$ cat config.mk
export PLATFORM = sky130hd
export DESIGN_NAME = mpcg_top
export DESIGN_NICKNAME = d
export VERILOG_FILES = /design/src/hdl/mpcg_pkg.sv /design/src/hdl/mpcg_div.sv /design/src/hdl/mpcg_top.sv
export SDC_FILE = /design/constraint.sdc
export NUM_CORES = 1
export LEC_CHECK = 0
export BUFFER_PORTS_ARGS = -buffer_cell sky130_fd_sc_hd__buf_4
export CORE_ASPECT_RATIO = 2
export CORE_MARGIN = 2
export CORE_UTILIZATION = 50
export DETAILED_ROUTE_END_ITERATION = 8
export GPL_ROUTABILITY_DRIVEN = 1
export PLACE_DENSITY = 0.85
export SYNTH_ARGS = -nofsm -noshare
export SYNTH_HDL_FRONTEND = slang
export SYNTH_SLANG_ARGS = --single-unit
$ cat constraint.sdc
create_clock -name ref_clk -period 3 [get_ports ref_clk]
set_input_delay 0 -clock ref_clk [delete_from_list [all_inputs] [get_ports ref_clk]]
set_output_delay 0 -clock ref_clk [all_outputs]
set_load 0.02 [all_outputs]
$ cat src/hdl/mpcg_pkg.sv
// Purpose : shared constants and types for the master and peripheral clock gating block
// Assumes : clock sources arrive as one-cycle ticks synchronous to ref_clk
// Notes   : master and gated clocks leave the block as one-cycle enable ticks
package mpcg_pkg;

   // ------------------------------------------------------------------
   // register offsets (byte addresses)
   // ------------------------------------------------------------------
   localparam logic [7:0] OFS_SYS_EN    = 8'h00;
   localparam logic [7:0] OFS_SYS_DIS   = 8'h04;
   localparam logic [7:0] OFS_SYS_STATE = 8'h08;
   localparam logic [7:0] OFS_PER_EN_A  = 8'h10;
   localparam logic [7:0] OFS_PER_DIS_A = 8'h14;
   localparam logic [7:0] OFS_PER_ST_A  = 8'h18;
   localparam logic [7:0] OFS_PER_EN_B  = 8'h20;
   localparam logic [7:0] OFS_PER_DIS_B = 8'h24;
   localparam logic [7:0] OFS_PER_ST_B  = 8'h28;
   localparam logic [7:0] OFS_MCK_CFG   = 8'h30;
   localparam logic [7:0] OFS_USB_CLK   = 8'h34;
   localparam logic [7:0] OFS_PWR_STAT  = 8'h38;
   localparam logic [7:0] OFS_SLOW_SEL  = 8'h3c;
   localparam logic [7:0] OFS_FAST_WAKE = 8'h40;
   localparam logic [7:0] OFS_TICK_CAL  = 8'h44;

   // ------------------------------------------------------------------
   // field positions
   // ------------------------------------------------------------------
   localparam int SYS_COP_CORE  = 0;   // coprocessor gated clock
   localparam int SYS_COP_BRIDGE = 1;  // coprocessor bus bridge clock
   localparam int SYS_USB_PORT  = 6;   // usb_port_clk_bit
   localparam int CFG_SRC_LSB   = 0;   // src_select_field [1:0]
   localparam int CFG_DIV_LSB   = 4;   // master_div_field [6:4]
   localparam int CFG_CSRC_LSB  = 16;  // cop_src_select_field [17:16]
   localparam int CFG_CDIV_LSB  = 20;  // cop_div_field [22:20]
   localparam int USB_PLL_SEL   = 0;   // pll feeding the usb clock
   localparam int USB_FIXED_ONE = 4;   // must be written as one
   localparam int USB_DIV_LSB   = 8;   // usb_pll_divider [11:8]
   localparam int STAT_PLL_LOCK = 1;
   localparam int STAT_MCK_OK   = 3;   // master_clk_ok_flag
   localparam int FW_DEEP_LP    = 20;  // deep_low_power_sel

   // ------------------------------------------------------------------
   // reset values and fixed values
   // ------------------------------------------------------------------
   localparam logic [31:0] CFG_RST      = 32'h0000_0001; // system master from main clock, coprocessor master from slow clock, both divide by 1
   localparam logic [31:0] USB_RST      = 32'h0000_0000;
   localparam logic [15:0] TICK_CAL_VAL = 16'h1f40;      // 8000 counts per 1 ms
   localparam logic [2:0]  DIV_BY_THREE = 3'h7;

   // ------------------------------------------------------------------
   // types
   // ------------------------------------------------------------------
   typedef enum logic [1:0] {
      CORE_RUN   = 2'b00,
      CORE_DRAIN = 2'b01,
      CORE_SLEEP = 2'b11
   } mpcg_core_st_t;

   typedef struct packed {
      logic        cyc;
      logic        stb;
      logic        we;
      logic [7:0]  adr;
      logic [3:0]  sel;
      logic [31:0] dat;
   } mpcg_wb_req_t;

   typedef struct packed {
      logic        ack;
      logic [31:0] dat;
   } mpcg_wb_rsp_t;

   typedef struct packed {
      logic slow_tick;
      logic main_tick;
      logic plla_tick;
      logic pllb_tick;
   } mpcg_src_t;

   typedef struct packed {
      logic wait_irq_instr;     // wait_irq_instr decoded
      logic wait_event_instr;     // wait_event_instr decoded
      logic retire;  // current instruction has completed
      logic wake;    // any enabled fast or normal interrupt
   } mpcg_core_t;

endpackage

$ cat src/hdl/mpcg_div.sv
// Purpose : prescaler for one master clock, divide by 1..64 in powers of two or by 3
// Assumes : src_tick is a one-cycle tick of the selected source
// Notes   : settled pulses with the first output tick after restart
`timescale 1ns/10ps
module mpcg_div (
   // clock and reset
   input  wire logic       ref_clk,
   input  wire logic       reset_n,
   // source and setting
   input  wire logic       src_tick,
   input  wire logic [2:0] div_code,
   input  wire logic       restart,
   // divided output
   output logic            tick,
   output logic            settled
);
   import mpcg_pkg::*;

   typedef struct packed {
      logic [5:0] cnt;
      logic       armed;
      logic       tick;
      logic       settled;
   } mpcg_div_st_t;

   mpcg_div_st_t st;
   mpcg_div_st_t next_st;
   logic [5:0]   limit;

   // terminal count for the chosen ratio
   always_comb begin
      if (div_code == DIV_BY_THREE) begin
         limit = 6'h02;
      end else begin
         limit = 6'((7'h01 << div_code) - 7'h01);
      end
   end

   // count source ticks, emit one tick per ratio
   always_comb begin
      next_st         = st;
      next_st.tick    = 1'b0;
      next_st.settled = 1'b0;
      if (restart) begin
         next_st.cnt   = 6'h00;
         next_st.armed = 1'b1;
      end else if (src_tick) begin
         if (st.cnt >= limit) begin
            next_st.cnt     = 6'h00;
            next_st.tick    = 1'b1;
            next_st.settled = st.armed;
            next_st.armed   = 1'b0;
         end else begin
            next_st.cnt = st.cnt + 6'h01;
         end
      end
   end

   always_ff @(posedge ref_clk or negedge reset_n) begin
      if (!reset_n) begin
         st <= '0;
      end else begin
         st <= next_st;
      end
   end

   assign tick    = st.tick;
   assign settled = st.settled;

   // divide by three never gives two ticks within three cycles
   div_three_gap_a: assert property (@(posedge ref_clk) disable iff (!reset_n)
      (st.tick && div_code == DIV_BY_THREE && !restart && $stable(div_code))
         |=> !st.tick [*2])
      else $error("divide by three ticked too early");

endmodule // mpcg_div

$ cat src/hdl/mpcg_top.sv
// Purpose : master clock select and divide, core sleep gating, usb and peripheral gating
// Assumes : classic Wishbone slave, one clock, all inputs synchronous to ref_clk
// Notes   : every clock output is a one-cycle enable tick on ref_clk
// Summary of operation
// - master clock source select, divide 1..64 or 3
// - two master clocks, one per subsystem
// - config write clears ready flag until settled
// - sleep instruction stops core clock if not deep
// - main core runs after reset, wakes on interrupt
// - coprocessor clock off at reset, software enables
// - core clock stops before current instruction completes
// - fixed tick calibration value 8000
// - usb port clock set, cleared, status shown
// - usb ports get 48 MHz and peripheral clock
// - two peripheral banks enable, disable, status
// - disable stops clock at once, all off
// - bit position equals peripheral identifier
// - free running core clocks continue in sleep
// - system master clock from main clock after startup, coprocessor master clock from slow clock
// - one slow oscillator selected, other off
//
// The register offsets and register access over Wishbone were left to the implementer.
`timescale 1ns/10ps
module mpcg_top (
   // clock and reset
   input  wire logic                   ref_clk,
   input  wire logic                   reset_n,
   // register bus
   input  wire mpcg_pkg::mpcg_wb_req_t wb_req,
   output mpcg_pkg::mpcg_wb_rsp_t      wb_rsp,
   // clock sources
   input  wire mpcg_pkg::mpcg_src_t    src,
   input  wire logic                   usb48_tick,
   input  wire logic                   pll_lock,
   // cores
   input  wire mpcg_pkg::mpcg_core_t   core_main,
   input  wire mpcg_pkg::mpcg_core_t   core_cop,
   // master and core clocks
   output logic                        sys_master_clk,
   output logic                        cop_master_clk,
   output logic                        core_freerun_clk,
   output logic                        cop_freerun_clk,
   output logic                        core_gated_clk,
   output logic                        cop_gated_clk,
   output logic [15:0]                 tick_calib,
   // gated clocks
   output logic                        usb_port_clk,
   output logic                        cop_bus_bridge_clk,
   output logic [31:0]                 periph_clk_a,
   output logic [31:0]                 periph_clk_b,
   // slow oscillator enables
   output logic                        rc32_osc_en,
   output logic                        xtal32_osc_en
);
   import mpcg_pkg::*;

   // ------------------------------------------------------------------
   // state
   // ------------------------------------------------------------------
   typedef struct packed {
      logic          ack;
      logic [31:0]   rdata;
      logic [31:0]   sys_en;
      logic [31:0]   per_a;
      logic [31:0]   per_b;
      logic [31:0]   cfg;
      logic [31:0]   usb;
      logic          slow_xtal;
      logic          deep_lp;
      logic          mck_ok;
      logic          sys_done;
      logic          cop_done;
      mpcg_core_st_t main_st;
      mpcg_core_st_t cop_st;
   } mpcg_state_t;

   mpcg_state_t st;
   mpcg_state_t next_st;

   logic        acc;       // access completes at this edge
   logic        wr;
   logic [31:0] wmask;
   logic [31:0] wbits;
   logic        cfg_wr;
   logic        sys_tick;
   logic        cop_tick;
   logic        sys_settled;
   logic        cop_settled;
   logic        sys_src_tick;
   logic        cop_src_tick;

   // ------------------------------------------------------------------
   // helpers
   // ------------------------------------------------------------------

   // select one of the four source ticks
   function automatic logic pick_src(input mpcg_src_t s, input logic [1:0] code);
      logic r;
      r = 1'b0;
      unique case (code)
         2'h0: r = s.slow_tick;
         2'h1: r = s.main_tick;
         2'h2: r = s.plla_tick;
         2'h3: r = s.pllb_tick;
      endcase
      return r;
   endfunction

   // one sleep step for a core
   function automatic mpcg_core_st_t core_step(input mpcg_core_st_t cur,
                                               input mpcg_core_t     c,
                                               input logic           deep);
      mpcg_core_st_t n;
      n = cur;
      unique case (cur)
         CORE_RUN: begin
            if ((c.wait_irq_instr || c.wait_event_instr) && !deep) begin
               n = c.retire ? CORE_SLEEP : CORE_DRAIN;
            end
         end
         CORE_DRAIN: begin
            if (c.retire) begin
               n = CORE_SLEEP;
            end
         end
         CORE_SLEEP: begin
            if (c.wake) begin
               n = CORE_RUN;
            end
         end
         default: n = CORE_RUN;
      endcase
      return n;
   endfunction

   // ------------------------------------------------------------------
   // bus decode
   // ------------------------------------------------------------------

   // byte lanes expanded to a bit mask, writes land on the ack edge
   always_comb begin
      acc    = st.ack && wb_req.cyc && wb_req.stb;
      wr     = acc && wb_req.we;
      wmask  = {{8{wb_req.sel[3]}}, {8{wb_req.sel[2]}}, {8{wb_req.sel[1]}}, {8{wb_req.sel[0]}}};
      wbits  = wb_req.dat & wmask;
      cfg_wr = wr && (wb_req.adr == OFS_MCK_CFG);
   end

   // ------------------------------------------------------------------
   // master clock dividers
   // ------------------------------------------------------------------

   // each subsystem picks its own source
   always_comb begin
      sys_src_tick = pick_src(src, st.cfg[CFG_SRC_LSB +: 2]);
      cop_src_tick = pick_src(src, st.cfg[CFG_CSRC_LSB +: 2]);
   end

   mpcg_div u_sys_div (
      .ref_clk  (ref_clk),
      .reset_n  (reset_n),
      .src_tick (sys_src_tick),
      .div_code (st.cfg[CFG_DIV_LSB +: 3]),
      .restart  (cfg_wr),
      .tick     (sys_tick),
      .settled  (sys_settled)
   );

   mpcg_div u_cop_div (
      .ref_clk  (ref_clk),
      .reset_n  (reset_n),
      .src_tick (cop_src_tick),
      .div_code (st.cfg[CFG_CDIV_LSB +: 3]),
      .restart  (cfg_wr),
      .tick     (cop_tick),
      .settled  (cop_settled)
   );

   // ------------------------------------------------------------------
   // next state
   // ------------------------------------------------------------------
   always_comb begin
      next_st     = st;
      next_st.ack = wb_req.cyc && wb_req.stb && !st.ack;

      // read data captured as ack rises
      if (wb_req.cyc && wb_req.stb && !st.ack && !wb_req.we) begin
         unique case (wb_req.adr)
            OFS_SYS_STATE: next_st.rdata = st.sys_en;
            OFS_PER_ST_A:  next_st.rdata = st.per_a;
            OFS_PER_ST_B:  next_st.rdata = st.per_b;
            OFS_MCK_CFG:   next_st.rdata = st.cfg;
            OFS_USB_CLK:   next_st.rdata = st.usb;
            OFS_PWR_STAT:  next_st.rdata = (32'(st.mck_ok) << STAT_MCK_OK)
                                           | (32'(pll_lock) << STAT_PLL_LOCK);
            OFS_SLOW_SEL:  next_st.rdata = {31'h0000_0000, st.slow_xtal};
            OFS_FAST_WAKE: next_st.rdata = 32'(st.deep_lp) << FW_DEEP_LP;
            OFS_TICK_CAL:  next_st.rdata = {16'h0000, TICK_CAL_VAL};
            default:       next_st.rdata = 32'h0000_0000;
         endcase
      end

      // sleep sequencing for both cores
      next_st.main_st = core_step(st.main_st, core_main, st.deep_lp);
      if (st.sys_en[SYS_COP_CORE]) begin
         next_st.cop_st = core_step(st.cop_st, core_cop, st.deep_lp);
      end

      // set and clear registers act only on bits written as one
      if (wr) begin
         unique case (wb_req.adr)
            OFS_SYS_EN: begin
               next_st.sys_en = st.sys_en | wbits;
               if (wbits[SYS_COP_CORE]) begin
                  next_st.cop_st = CORE_RUN;
               end
            end
            OFS_SYS_DIS: begin
               next_st.sys_en = st.sys_en & ~wbits;
               if (wbits[SYS_COP_CORE]) begin
                  next_st.cop_st = CORE_SLEEP;
               end
            end
            OFS_PER_EN_A:  next_st.per_a = st.per_a | wbits;
            OFS_PER_DIS_A: next_st.per_a = st.per_a & ~wbits;
            OFS_PER_EN_B:  next_st.per_b = st.per_b | wbits;
            OFS_PER_DIS_B: next_st.per_b = st.per_b & ~wbits;
            OFS_MCK_CFG: begin
               next_st.cfg      = (st.cfg & ~wmask) | wbits;
               next_st.mck_ok   = 1'b0;
               next_st.sys_done = 1'b0;
               next_st.cop_done = 1'b0;
            end
            OFS_USB_CLK:   next_st.usb = (st.usb & ~wmask) | wbits;
            OFS_SLOW_SEL: begin
               if (wb_req.sel[0]) begin
                  next_st.slow_xtal = wb_req.dat[0];
               end
            end
            OFS_FAST_WAKE: begin
               if (wb_req.sel[FW_DEEP_LP / 8]) begin
                  next_st.deep_lp = wb_req.dat[FW_DEEP_LP];
               end
            end
            default: begin
            end
         endcase
      end

      // ready flag follows the first tick of each new divider setting
      if (!cfg_wr) begin
         if (sys_settled) begin
            next_st.sys_done = 1'b1;
         end
         if (cop_settled) begin
            next_st.cop_done = 1'b1;
         end
         if ((st.sys_done || sys_settled) && (st.cop_done || cop_settled)) begin
            next_st.mck_ok = 1'b1;
         end
      end
   end

   // register the whole state
   always_ff @(posedge ref_clk or negedge reset_n) begin
      if (!reset_n) begin
         st          <= '0;
         st.cfg      <= CFG_RST;
         st.usb      <= USB_RST;
         st.mck_ok   <= 1'b1;
         st.sys_done <= 1'b1;
         st.cop_done <= 1'b1;
         st.main_st  <= CORE_RUN;
         st.cop_st   <= CORE_SLEEP;
      end else begin
         st <= next_st;
      end
   end

   // ------------------------------------------------------------------
   // outputs
   // ------------------------------------------------------------------

   // bus answer
   assign wb_rsp = '{ack: st.ack,
                     dat: st.rdata};

   // master and core clock ticks
   assign sys_master_clk   = sys_tick;
   assign cop_master_clk   = cop_tick;
   assign core_freerun_clk = sys_tick;
   assign cop_freerun_clk  = cop_tick;
   assign core_gated_clk   = sys_tick && (st.main_st == CORE_RUN);
   assign cop_gated_clk    = cop_tick && (st.cop_st == CORE_RUN)
                             && st.sys_en[SYS_COP_CORE];
   assign tick_calib       = TICK_CAL_VAL;

   // gated clocks, bank a on subsystem 0, bank b on subsystem 1
   assign usb_port_clk       = usb48_tick && st.sys_en[SYS_USB_PORT];
   assign cop_bus_bridge_clk = cop_tick && st.sys_en[SYS_COP_BRIDGE];
   assign periph_clk_a       = {32{sys_tick}} & st.per_a;
   assign periph_clk_b       = {32{cop_tick}} & st.per_b;

   // exactly one slow oscillator runs
   assign rc32_osc_en   = !st.slow_xtal;
   assign xtal32_osc_en = st.slow_xtal;

   // ------------------------------------------------------------------
   // checks
   // ------------------------------------------------------------------
   ack_one_cycle_a: assert property (@(posedge ref_clk) disable iff (!reset_n)
      st.ack |=> !st.ack)
      else $error("ack held for more than one cycle");

   cfg_clears_ok_a: assert property (@(posedge ref_clk) disable iff (!reset_n)
      cfg_wr |=> !st.mck_ok ##1 !st.mck_ok)
      else $error("ready flag not cleared by config write");

   per_disable_a: assert property (@(posedge ref_clk) disable iff (!reset_n)
      (wr && wb_req.adr == OFS_PER_DIS_A) |=> ((st.per_a & $past(wbits)) == 32'h0000_0000)
         && ((periph_clk_a & $past(wbits)) == 32'h0000_0000))
      else $error("disabled peripheral clock still running");

   zero_bits_keep_a: assert property (@(posedge ref_clk) disable iff (!reset_n)
      (wr && wb_req.adr == OFS_PER_EN_B)
         |=> ((st.per_b & ~$past(wbits)) == ($past(st.per_b) & ~$past(wbits))))
      else $error("zero bit changed a peripheral clock");

   sleep_entry_a: assert property (@(posedge ref_clk) disable iff (!reset_n)
      (st.main_st == CORE_RUN && core_main.wait_irq_instr && !st.deep_lp && !core_main.retire)
         |=> st.main_st == CORE_DRAIN && !core_gated_clk)
      else $error("core clock not stopped on sleep instruction");

   wake_restart_a: assert property (@(posedge ref_clk) disable iff (!reset_n)
      (st.main_st == CORE_SLEEP && core_main.wake) |=> st.main_st == CORE_RUN)
      else $error("main core did not wake on interrupt");

   freerun_sleep_a: assert property (@(posedge ref_clk) disable iff (!reset_n)
      (st.main_st == CORE_SLEEP) |-> !core_gated_clk && core_freerun_clk == sys_master_clk)
      else $error("free running clock gated in sleep");

   tick_cal_read_a: assert property (@(posedge ref_clk) disable iff (!reset_n)
      (acc && !wb_req.we && wb_req.adr == OFS_TICK_CAL) |-> wb_rsp.dat == 32'h0000_1f40)
      else $error("tick calibration read wrong");

   usb_gate_a: assert property (@(posedge ref_clk) disable iff (!reset_n)
      (wr && wb_req.adr == OFS_SYS_DIS && wbits[SYS_USB_PORT]) |=> !usb_port_clk [*2])
      else $error("usb port clock running after disable");

   slow_one_a: assert property (@(posedge ref_clk) disable iff (!reset_n)
      rc32_osc_en != xtal32_osc_en)
      else $error("slow oscillator enables not exclusive");

endmodule // mpcg_top

==> reports/qor.yml, run 1 <==
ys_seq_area_share_pct: 48.77
cts_inserted_buffers: 21
cp_max_fo: 6
gr-total-overflow: 0
cts_htree_levels: 1
cts_tree: "built"
grt-busiest-layer: "met2"
max_freq_mhz: 348.7
relSlewSlack_pct: 32.92
clock-root-buffer: "clkbuf_16"
synth_flop_cell: "dfrtp_1"
mappedNetlistArea_um2: 11300
initial_core_util_pct: 51.01
pwr-share-seq_pct: 48.1
use_met3_pct: 4.120
die_y_um: 216.6
leakagePower_nw: 6.327
ys_types: 54
p_switching_mw: 1.683
slowest_stage: "dfrtp_1"
worst_slack_ns: 0.1325
hold_viol_final: 0
final_cells: 1586
worstMarginPinSlew_ns: 0.9957
path_buf_inv: 1
cts_sinks: 220
drt_wl_total_mm: 32.79
clock_skew_ns: 0.03126
viasPerCell: 6.180
worst-endpoint-required_ns: 3.45
die-width_um: 110.3
ir_drop_mv: 0.4919
cp-end-kind: "flip-flop"
hpwl_mm: 22.19
yosysWarnings: 0
power.density_nw_per_um2: 475.3
grt_start_max_net_pins: 125
grt_pass1_wl_mm: 51.07
gr-usage-all-layers_pct: 27.25
p_clk_share_pct: 39.6
row_count: 77
max-clock-path-buffers: 3
gp_congestion: 0.8876
synth_cells: 1136
antenna_found_initial: 0
syn_area_per_cell_um2: 9.950
final.setup.tns_ns: 0
drc: 0
met1_usage_pct: 33.33
synthToLayoutAreaGrowth_pct: 22.56
combPwrFrac_pct: 12.3
wl_per_cell_um: 20.67
firstDrtPassIters: 6
internal_power_mw: 4.902
use_met2_pct: 44.70
status: "completed"
critPathTopFamily: "simple AND/OR/NAND/NOR gates"
setup_viol_count_final: 0
via_count: 9802
cp-start-kind: "flip-flop"
crit_type: "reg -> reg"
core_area_um2: 22160
ys_seq_elements: 220
synth_edf_count: 0
ant_nets: 0
first_global_vias: 9888
drt_first_iter_violations: 859
pre_cts_slack_ns: 0.1460
critPathMaxStageDelay_ns: 0.39
fin_crit_sh_pct: 95.58
drv_slew: 0
max-cap-violations: 0
min_period_ns: 2.867
placedCellCount: 1496
p_sw_share_pct: 25.55
final_cell_area_um2: 13850
portBuffers: 169
ioPinCount: 186
die-area_um2: 23900
async_reset_ff_share_pct: 100.0
min_path_type: "in -> reg"
clkTransAtPathRegs_ns: 0.07
final_nets: 1375
cp.arrival_ns: 3.32
clock_latency_ns: 0.51
placed_area_um2: 12610
layout-drive-gt1-share_pct: 24.85
crit_path_cell_trace: "or3_1, ha_1, nor2b_1, mux2i_1, nor2_1, a21oi_1, ha_1, a21oi_1, o21ai_0, a221oi_2, buf_4, and4b_1, a221o_1"
-- Yosys cell counts, drive strengths merged, types with 11 or more instances --
cell type	number	area share [%]
a22oi	57	3.8
nand2	82	2.8
o22ai	11	0.61
o31ai	64	4.3
mux2	65	6.5
buf	66	4.0
and2	70	3.9
o22a	28	2.2
dfrtp	214	47
o21ai	114	5.0
ha	16	1.8
clkbuf	60	2.0
nor2b	11	0.61
nor2	102	3.4
nand3	15	0.66
a21oi	59	2.6
-- power groups by stage --
stage                     clock network, mW  logic (mW)  registers, mW
final                                  2.61       0.809           3.17
after global placement                    0       0.706           3.21
after detailed placement                  0       0.723           3.22
after floorplan                           0       0.491           3.18
after global routing                   2.75       0.864           3.17
after CTS                              2.63       0.800           3.16
-- cells in the final DEF, fill, tap and decap left out, types with 10 or more instances in the layout --
master,Yosys,final
o22ai_1,11,11
and2_1,69,69
o22a_1,28,28
o31ai_1,64,64
nor2b_1,11,10
a22oi_1,57,57
buf_4,52,191
o21ai_0,111,111
conb_1,2,16
dlygate4sd3_1,0,51
dfrtp_1,214,214
mux2_2,63,63
clkbuf_16,0,21
nor2_1,102,101
ha_1,16,15
nand2_1,80,78
a21oi_1,59,58
nand3_1,15,15
-- cells by family (layout without fill, tap and decap cells) --
family / after synthesis / in the layout / share of synthesized area (%)
buffers and inverters: 132 / 290 / 6.188
adders and majority gates: 16 / 16 / 1.771
DFF: 220 / 220 / 48.77
and+or+nand+nor: 334 / 334 / 15.28
other: 2 / 18 / 0.06644
muxes: 75 / 75 / 7.582
AOI/OAI and AO/OA: 357 / 357 / 20.35
-- tightest hold or removal path: cells and delay by family --
kind            cells  cell delay [ns]
compound gates      1             0.16
buf+inv             2             0.33
simple gates        1             0.06
-- final timing paths --
check / start / end / slack, ns / depth (start not counted)
worst max-delay path: flip-flop / u_cop_div.st[7]$_DFFE_PN0P_ / 0.13 / 13
worst min-delay path: wb_req[44] / wb_rsp[0]$_DFFE_PN0P_ / 0.09 / 4
worst max register to register: flip-flop / u_cop_div.st[7]$_DFFE_PN0P_ / 0.13 / 13
worst min register to register: u_cop_div.st[2]$_DFFE_PN0P_ / u_cop_div.st[2]$_DFFE_PN0P_ / 0.47 / 1
max in group asynchronous: reset_n / st[6]$_DFF_PN1_ / 1.90 / 3
min in group asynchronous: reset_n / async pin / 0.15 / 2
-- metrics by stage --
step	hold slack [ns]	total power, mW	utilization (%)
2_1_floorplan	-0.2956	3.668	-
3_3_place_gp	0.1442	3.919	56.92
3_5_place_dp	0.1487	3.939	56.92
4_1_cts	0.07457	6.591	62.19
5_1_grt	0.09447	6.784	62.50
6_report	0.09076	6.584	62.52
-- timing repair --
item,CTS,global route
hold buffers,51,0
setup buffers,0,2
gates resized for setup,0,10
hold endpoints to repair,259,0
endpoints found under the setup margin,0,17
-- final cells by class --
class | count | area [um^2]
well taps | 276 | 345.3
repair buffers | 249 | 2078
diodes | 2 | 5.005
clock buffers | 27 | 558.0
multi-input cells | 798 | 5233
fillers | 1747 | 8305
flip-flops and latches | 220 | 5513
clock inverters | 8 | 98.84
inverters | 6 | 22.52
-- routing by layer --
metal / up-vias / part of all wire, %
met4: 0 / 5.9
met3: 116 / 7.1
met2: 502 / 50
met5: - / 0
met1: 4828 / 37
li1: 4356 / -
(Power assumes the default switching activity.)
==> run 2: changes to the inputs <==
--- a/config.mk
+++ b/config.mk
@@ -8,10 +8,10 @@
 export BUFFER_PORTS_ARGS = -buffer_cell sky130_fd_sc_hd__buf_4
 export CORE_ASPECT_RATIO = 2
 export CORE_MARGIN = 2
-export CORE_UTILIZATION = 50
+export CORE_UTILIZATION = 40
 export DETAILED_ROUTE_END_ITERATION = 8
 export GPL_ROUTABILITY_DRIVEN = 1
-export PLACE_DENSITY = 0.85
+export PLACE_DENSITY = 0.72
 export SYNTH_ARGS = -nofsm -noshare
 export SYNTH_HDL_FRONTEND = slang
 export SYNTH_SLANG_ARGS = --single-unit
==> run 2 against run 1 <==
Sequential power about the same. Global-route usage decreased by 5.2 points. Highest routed layer unchanged. Critical path type unchanged. Count of clock-buffer cells in the layout decreased by 3. Largest cell class unchanged.
==> reports/qor.yml, run 2 (synthesis gave the netlist of run 1 again) <==
portBuffers: 169
cts_sinks: 220
ir_drop_mv: 0.4891
relSlewSlack_pct: 31.19
cts_tree: "built"
layout_common_cells: "dfrtp_1 (213), buf_4 (199), o21ai_0 (111), nor2_1 (102), nand2_1 (78)"
ant_nets: 0
gp_congestion: 0.8977
num-fill-cells: 2514
cts_htree_levels: 1
fin_crit_sh_pct: 95.40
gr-total-overflow: 0
slowest_stage: "dfrtp_2"
firstDrtPassIters: 5
via_count: 9568
die-area_um2: 29700
final_nets: 1380
gr-usage-all-layers_pct: 22.09
max_freq_mhz: 349.4
critPathMaxStageDelay_ns: 0.43
drt_wl_total_mm: 33.59
worst-endpoint-required_ns: 3.44
crit_path_cell_trace: "or3_4, ha_4, nor2b_4, mux2i_1, nor2_1, a21oi_1, ha_1, a21oi_1, o21ai_0, a221oi_1, buf_4, nor4bb_4, a221o_1"
clock_skew_ns: 0.006224
diodes: 0
core_area_um2: 27980
crit_end: "u_cop_div.st[5]$_DFFE_PN0P_"
clkTransAtPathRegs_ns: 0.06
leakagePower_nw: 6.334
power.density_nw_per_um2: 465.9
cts_inserted_buffers: 21
wl_per_cell_um: 20.11
die-width_um: 122.9
die_y_um: 241.7
cp-start-kind: "flip-flop"
worstMarginPinSlew_ns: 1.021
initial_core_util_pct: 40.40
rrSetupSlack_ns: 0.14
grt_pass1_wl_mm: 51.84
final.setup.tns_ns: 0
worstRegToRegCells: 13
reg2reg_to: "u_cop_div.st[5]$_DFFE_PN0P_"
drv_slew: 0
status: "completed"
mostFrequentLayoutCell: "dfrtp_1"
cp_max_fo: 4
antenna_found_initial: 0
crit_type: "reg -> reg"
hpwl_mm: 22.04
drt_first_iter_violations: 706
cpMostUsedCell: "a21oi_1"
drc: 0
synthToLayoutAreaGrowth_pct: 23.50
layout-drive-gt1-share_pct: 25.49
max-clock-path-buffers: 3
clock_latency_ns: 0.50
hold_slack_ns: 0.05723
viasPerCell: 5.729
cp.arrival_ns: 3.30
grt_start_max_net_pins: 125
hold_viol_final: 0
clock-root-buffer: "clkbuf_16"
setup_viol_count_final: 0
max-cap-violations: 0
min_path_type: "in -> reg"
ioPinCount: 186
row_count: 87
first_global_vias: 9426
cp-end-kind: "flip-flop"
min_period_ns: 2.862
## run 2: changes by cell type in the layout (fill, tap and decap cells not counted), moves of 2 or more
cell      previous run  this run
clkbuf_1             5         2
clkinv_2             3         7
buf_12               6         3
buf_4              191       199
diode_2              2         0
## run 2: metal layers
metal | up-vias | GRT usage (%) | routed length (um)
met3 | 70 | 3.113 | 2350
met1 | 4711 | 29.64 | 13840
met5 | - | 0 | 0
met2 | 416 | 36.51 | 16470
met4 | 0 | 6.930 | 934
li1 | 4371 | - | -
## run 2: per-stage QoR
step                instance area [um^2]  setup slack, ns  instances  utilization [%]  power (mW)
floorplan                          11360          0.04136       1150                -       3.668
global placement                   12690           0.2000       1578            45.36       3.919
detailed placement                 12690         -0.02413       1578            45.36       3.936
CTS                                13850          0.02244       1665            49.52       6.544
global route                       13960         -0.05556       1670            49.90       6.736
finish                             13960           0.1380       1670            49.90       6.504
## run 2: worst max-delay path, delay by kind of cell, from the launching register on
family                     cells  cell delay [ns]
adders and majority gates      2             0.49
buffers and inverters          1             0.19
DFF                            1             0.43
AOI/OAI and AO/OA              5             0.72
muxes                          1             0.07
and+or+nand+nor                4             0.90
## run 2: how the worst min path moves through the flow
| stage | start | to | cells after the start |
|---|---|---|---|
| 2_1_floorplan | reset_n | async pin | 0 |
| 3_3_place_gp | reset_n | async pin | 1 |
| 3_5_place_dp | reset_n | async pin | 1 |
| 4_1_cts | pll_lock | wb_rsp[1]$_DFFE_PN0P_ | 5 |
| 5_1_grt | wb_req[37] | wb_rsp[0]$_DFFE_PN0P_ | 4 |
| 6_report | wb_req[36] | wb_rsp[0]$_DFFE_PN0P_ | 4 |
## run 2: cell type report
type                    instances  area, um^2  area share [%]
flip-flops and latches        220        5514           39.50
multi-input cells             798        5256           37.65
repair buffers                254        2078           14.89
clock buffers                  24       546.8           3.917
well taps                     356       445.4           3.191
clock inverters                12       96.34          0.6902
inverters                       6       22.52          0.1613
## run 2: timing repair
action / 4_1_cts / 5_1_grt
endpoints found under the hold margin: 246 / 0
gates cloned: 0 / 0
resized for setup: 2 / 12
buffers inserted: 0 / 5
setup endpoints to repair: 1 / 13
pin swaps: 0 / 4
hold buffers: 51 / 0
## run 2: power breakdown
| group | switching, mW | total (mW) | internal [mW] |
|---|---|---|---|
| logic | 0.456 | 0.799 | 0.342 |
| clock network | 1.15 | 2.55 | 1.40 |
| registers | 0.0848 | 3.16 | 3.07 |
| total | 1.69 | 6.50 | 4.81 |
==> run 3: changes to the inputs <==
--- a/config.mk
+++ b/config.mk
@@ -11,7 +11,7 @@
 export CORE_UTILIZATION = 40
 export DETAILED_ROUTE_END_ITERATION = 8
 export GPL_ROUTABILITY_DRIVEN = 1
-export PLACE_DENSITY = 0.72
+export MAX_ROUTING_LAYER = met4
 export SYNTH_ARGS = -nofsm -noshare
 export SYNTH_HDL_FRONTEND = slang
 export SYNTH_SLANG_ARGS = --single-unit
==> run 3 against run 2 <==
Sequential power about the same. Cell count up 0.24%. Sequential share of layout area down 0.13 points. Critical path depth unchanged. Setup slack better by 0.0086 ns. Global-route usage up 1.5 points. First-iteration DRC count up 0.42%. Combinational power up 1%. Utilization up 0.15 points.
==> reports/qor.yml, run 3 (synthesis gave the netlist of run 1 again) <==
p_clk_share_pct: 41.8
cts_tree: "built"
die-width_um: 122.9
multi_input_comb_area_um2: 5197
setup_viol_count_final: 0
grt_start_max_net_pins: 125
ant_nets: 0
regArea_um2: 5513
core_area_um2: 27980
rrSetupSlack_ns: 0.15
cp-start-kind: "flip-flop"
hold_viol_final: 0
grt_pass1_wl_mm: 53.40
internal_power_mw: 5.094
die-area_um2: 29700
final_nets: 1381
fin_crit_sh_pct: 95.11
max_freq_mhz: 350.5
mostFrequentLayoutCell: "dfrtp_1"
worstMarginPinSlew_ns: 0.7211
combPwrFrac_pct: 11.8
clock_latency_ns: 0.52
total_power_mw: 6.817
min_path_type: "in -> async"
final_util_pct: 50.05
worst_slack_ns: 0.1466
synthToLayoutAreaGrowth_pct: 23.88
drt_first_iter_violations: 709
cts_inserted_buffers: 22
drc: 0
gp_congestion: 0.8655
clkTransAtPathRegs_ns: 0.06
gr-total-overflow: 0
cp-end-kind: "flip-flop"
ioPinCount: 186
pwr-share-seq_pct: 46.3
cts_htree_levels: 1
worstRegToRegCells: 13
crit_type: "reg -> reg"
power.density_nw_per_um2: 486.9
row_count: 87
die_y_um: 241.7
viasPerCell: 5.644
drt_wl_total_mm: 34.24
num-fill-cells: 2569
leakagePower_nw: 6.372
wl_per_cell_um: 20.46
layout-drive-gt1-share_pct: 25.04
first_global_vias: 9569
cp_max_fo: 8
relSlewSlack_pct: 51.75
ir_drop_mv: 0.3701
status: "completed"
initial_core_util_pct: 40.40
pre_cts_slack_ns: 0.1161
p_sw_share_pct: 25.28
drv_slew: 0
firstDrtPassIters: 5
cts_sinks: 220
portBuffers: 169
clock-root-buffer: "clkbuf_16"
p_switching_mw: 1.723
worst-endpoint-required_ns: 3.46
reg2reg_to: "u_cop_div.st[5]$_DFFE_PN0P_"
cp.arrival_ns: 3.31
gr-usage-all-layers_pct: 23.63
layout_common_cells: "dfrtp_1 (214), buf_4 (197), o21ai_0 (111), nor2_1 (101), nand2_1 (78)"
hpwl_mm: 22.54
diodes: 0
max-clock-path-buffers: 3
via_count: 9448
max-cap-violations: 0
min_period_ns: 2.853
antenna_found_initial: 0
clock_skew_ns: 0.007230
==> run 3: cell count changes in the layout (fill, tap and decap cells not counted), sizes merged <==
cell | previous run | this run
dlygate4sd3 | 51 | 53
buf | 202 | 200
clkinv | 8 | 4
clkinvlp | 3 | 1
bufinv | 1 | 2
clkbuf | 25 | 34
==> run 3: power groups by stage <==
stage	combinational (mW)	clock [mW]	sequential (mW)
2_1_floorplan	0.491	0	3.18
4_1_cts	0.811	2.91	3.16
3_5_place_dp	0.737	0	3.21
5_1_grt	0.870	3.02	3.17
3_3_place_gp	0.723	0	3.21
6_report	0.807	2.85	3.16
==> run 3: per-layer routing <==
| layer | routed length [um] | track usage (%) |
|---|---|---|
| met5 | 0 | - |
| met4 | 924 | 7.437 |
| met3 | 2167 | 3.113 |
| met2 | 16870 | 38.54 |
| met1 | 14290 | 30.23 |
==> run 3: worst max-delay path by stage <==
stage,start,endpoint,slack [ns],cells after the start
6_report,flip-flop,u_cop_div.st[5]$_DFFE_PN0P_,0.15,13
2_1_floorplan,flip-flop,u_sys_div.st[5]$_DFFE_PN0P_,0.04,11
3_3_place_gp,flip-flop,u_cop_div.st[5]$_DFFE_PN0P_,0.26,13
4_1_cts,flip-flop,u_cop_div.st[5]$_DFFE_PN0P_,0.1,13
5_1_grt,flip-flop,u_cop_div.st[5]$_DFFE_PN0P_,-0.009,13
3_5_place_dp,flip-flop,u_cop_div.st[5]$_DFFE_PN0P_,0.12,13
==> run 3: worst max-delay path, cell delays in order, from the launching register on <==
cell and delay, ns:
dfrtp_1 0.38, or3_1 0.39, ha_2 0.22, nor2b_2 0.13, mux2i_1 0.08, nor2_1 0.13
a21oi_1 0.07, ha_1 0.29, a21oi_1 0.11, o21ai_0 0.08, a221oi_1 0.28, buf_4 0.20
nor4bb_2 0.28, a221o_1 0.15
==> run 3: layout make-up <==
cell class | count | area share (%)
sequential | 220 | 39.37
multi-input combinational | 798 | 37.12
timing repair buffer | 254 | 14.88
clock buffer | 33 | 4.664
tap | 356 | 3.181
clock inverter | 7 | 0.6255
inverter | 6 | 0.1608
==> run 3: repair_timing <==
item / in CTS / in global routing
setup buffers: 0 / 1
endpoints found under the setup margin: 0 / 8
endpoints found under the hold margin: 228 / 0
hold buffers: 53 / 0
resized for setup: 0 / 6
==> run 3: metrics by stage <==
stage	area (um^2)	std cells	hold slack, ns	TNS (ns)
2_1_floorplan	11360	1150	-0.2956	0
3_3_place_gp	12710	1580	0.01274	0
3_5_place_dp	12710	1580	0.02390	0
4_1_cts	13980	1673	0.002401	0
5_1_grt	14000	1674	0.02311	-0.008674
6_report	14000	1674	0.009805	0
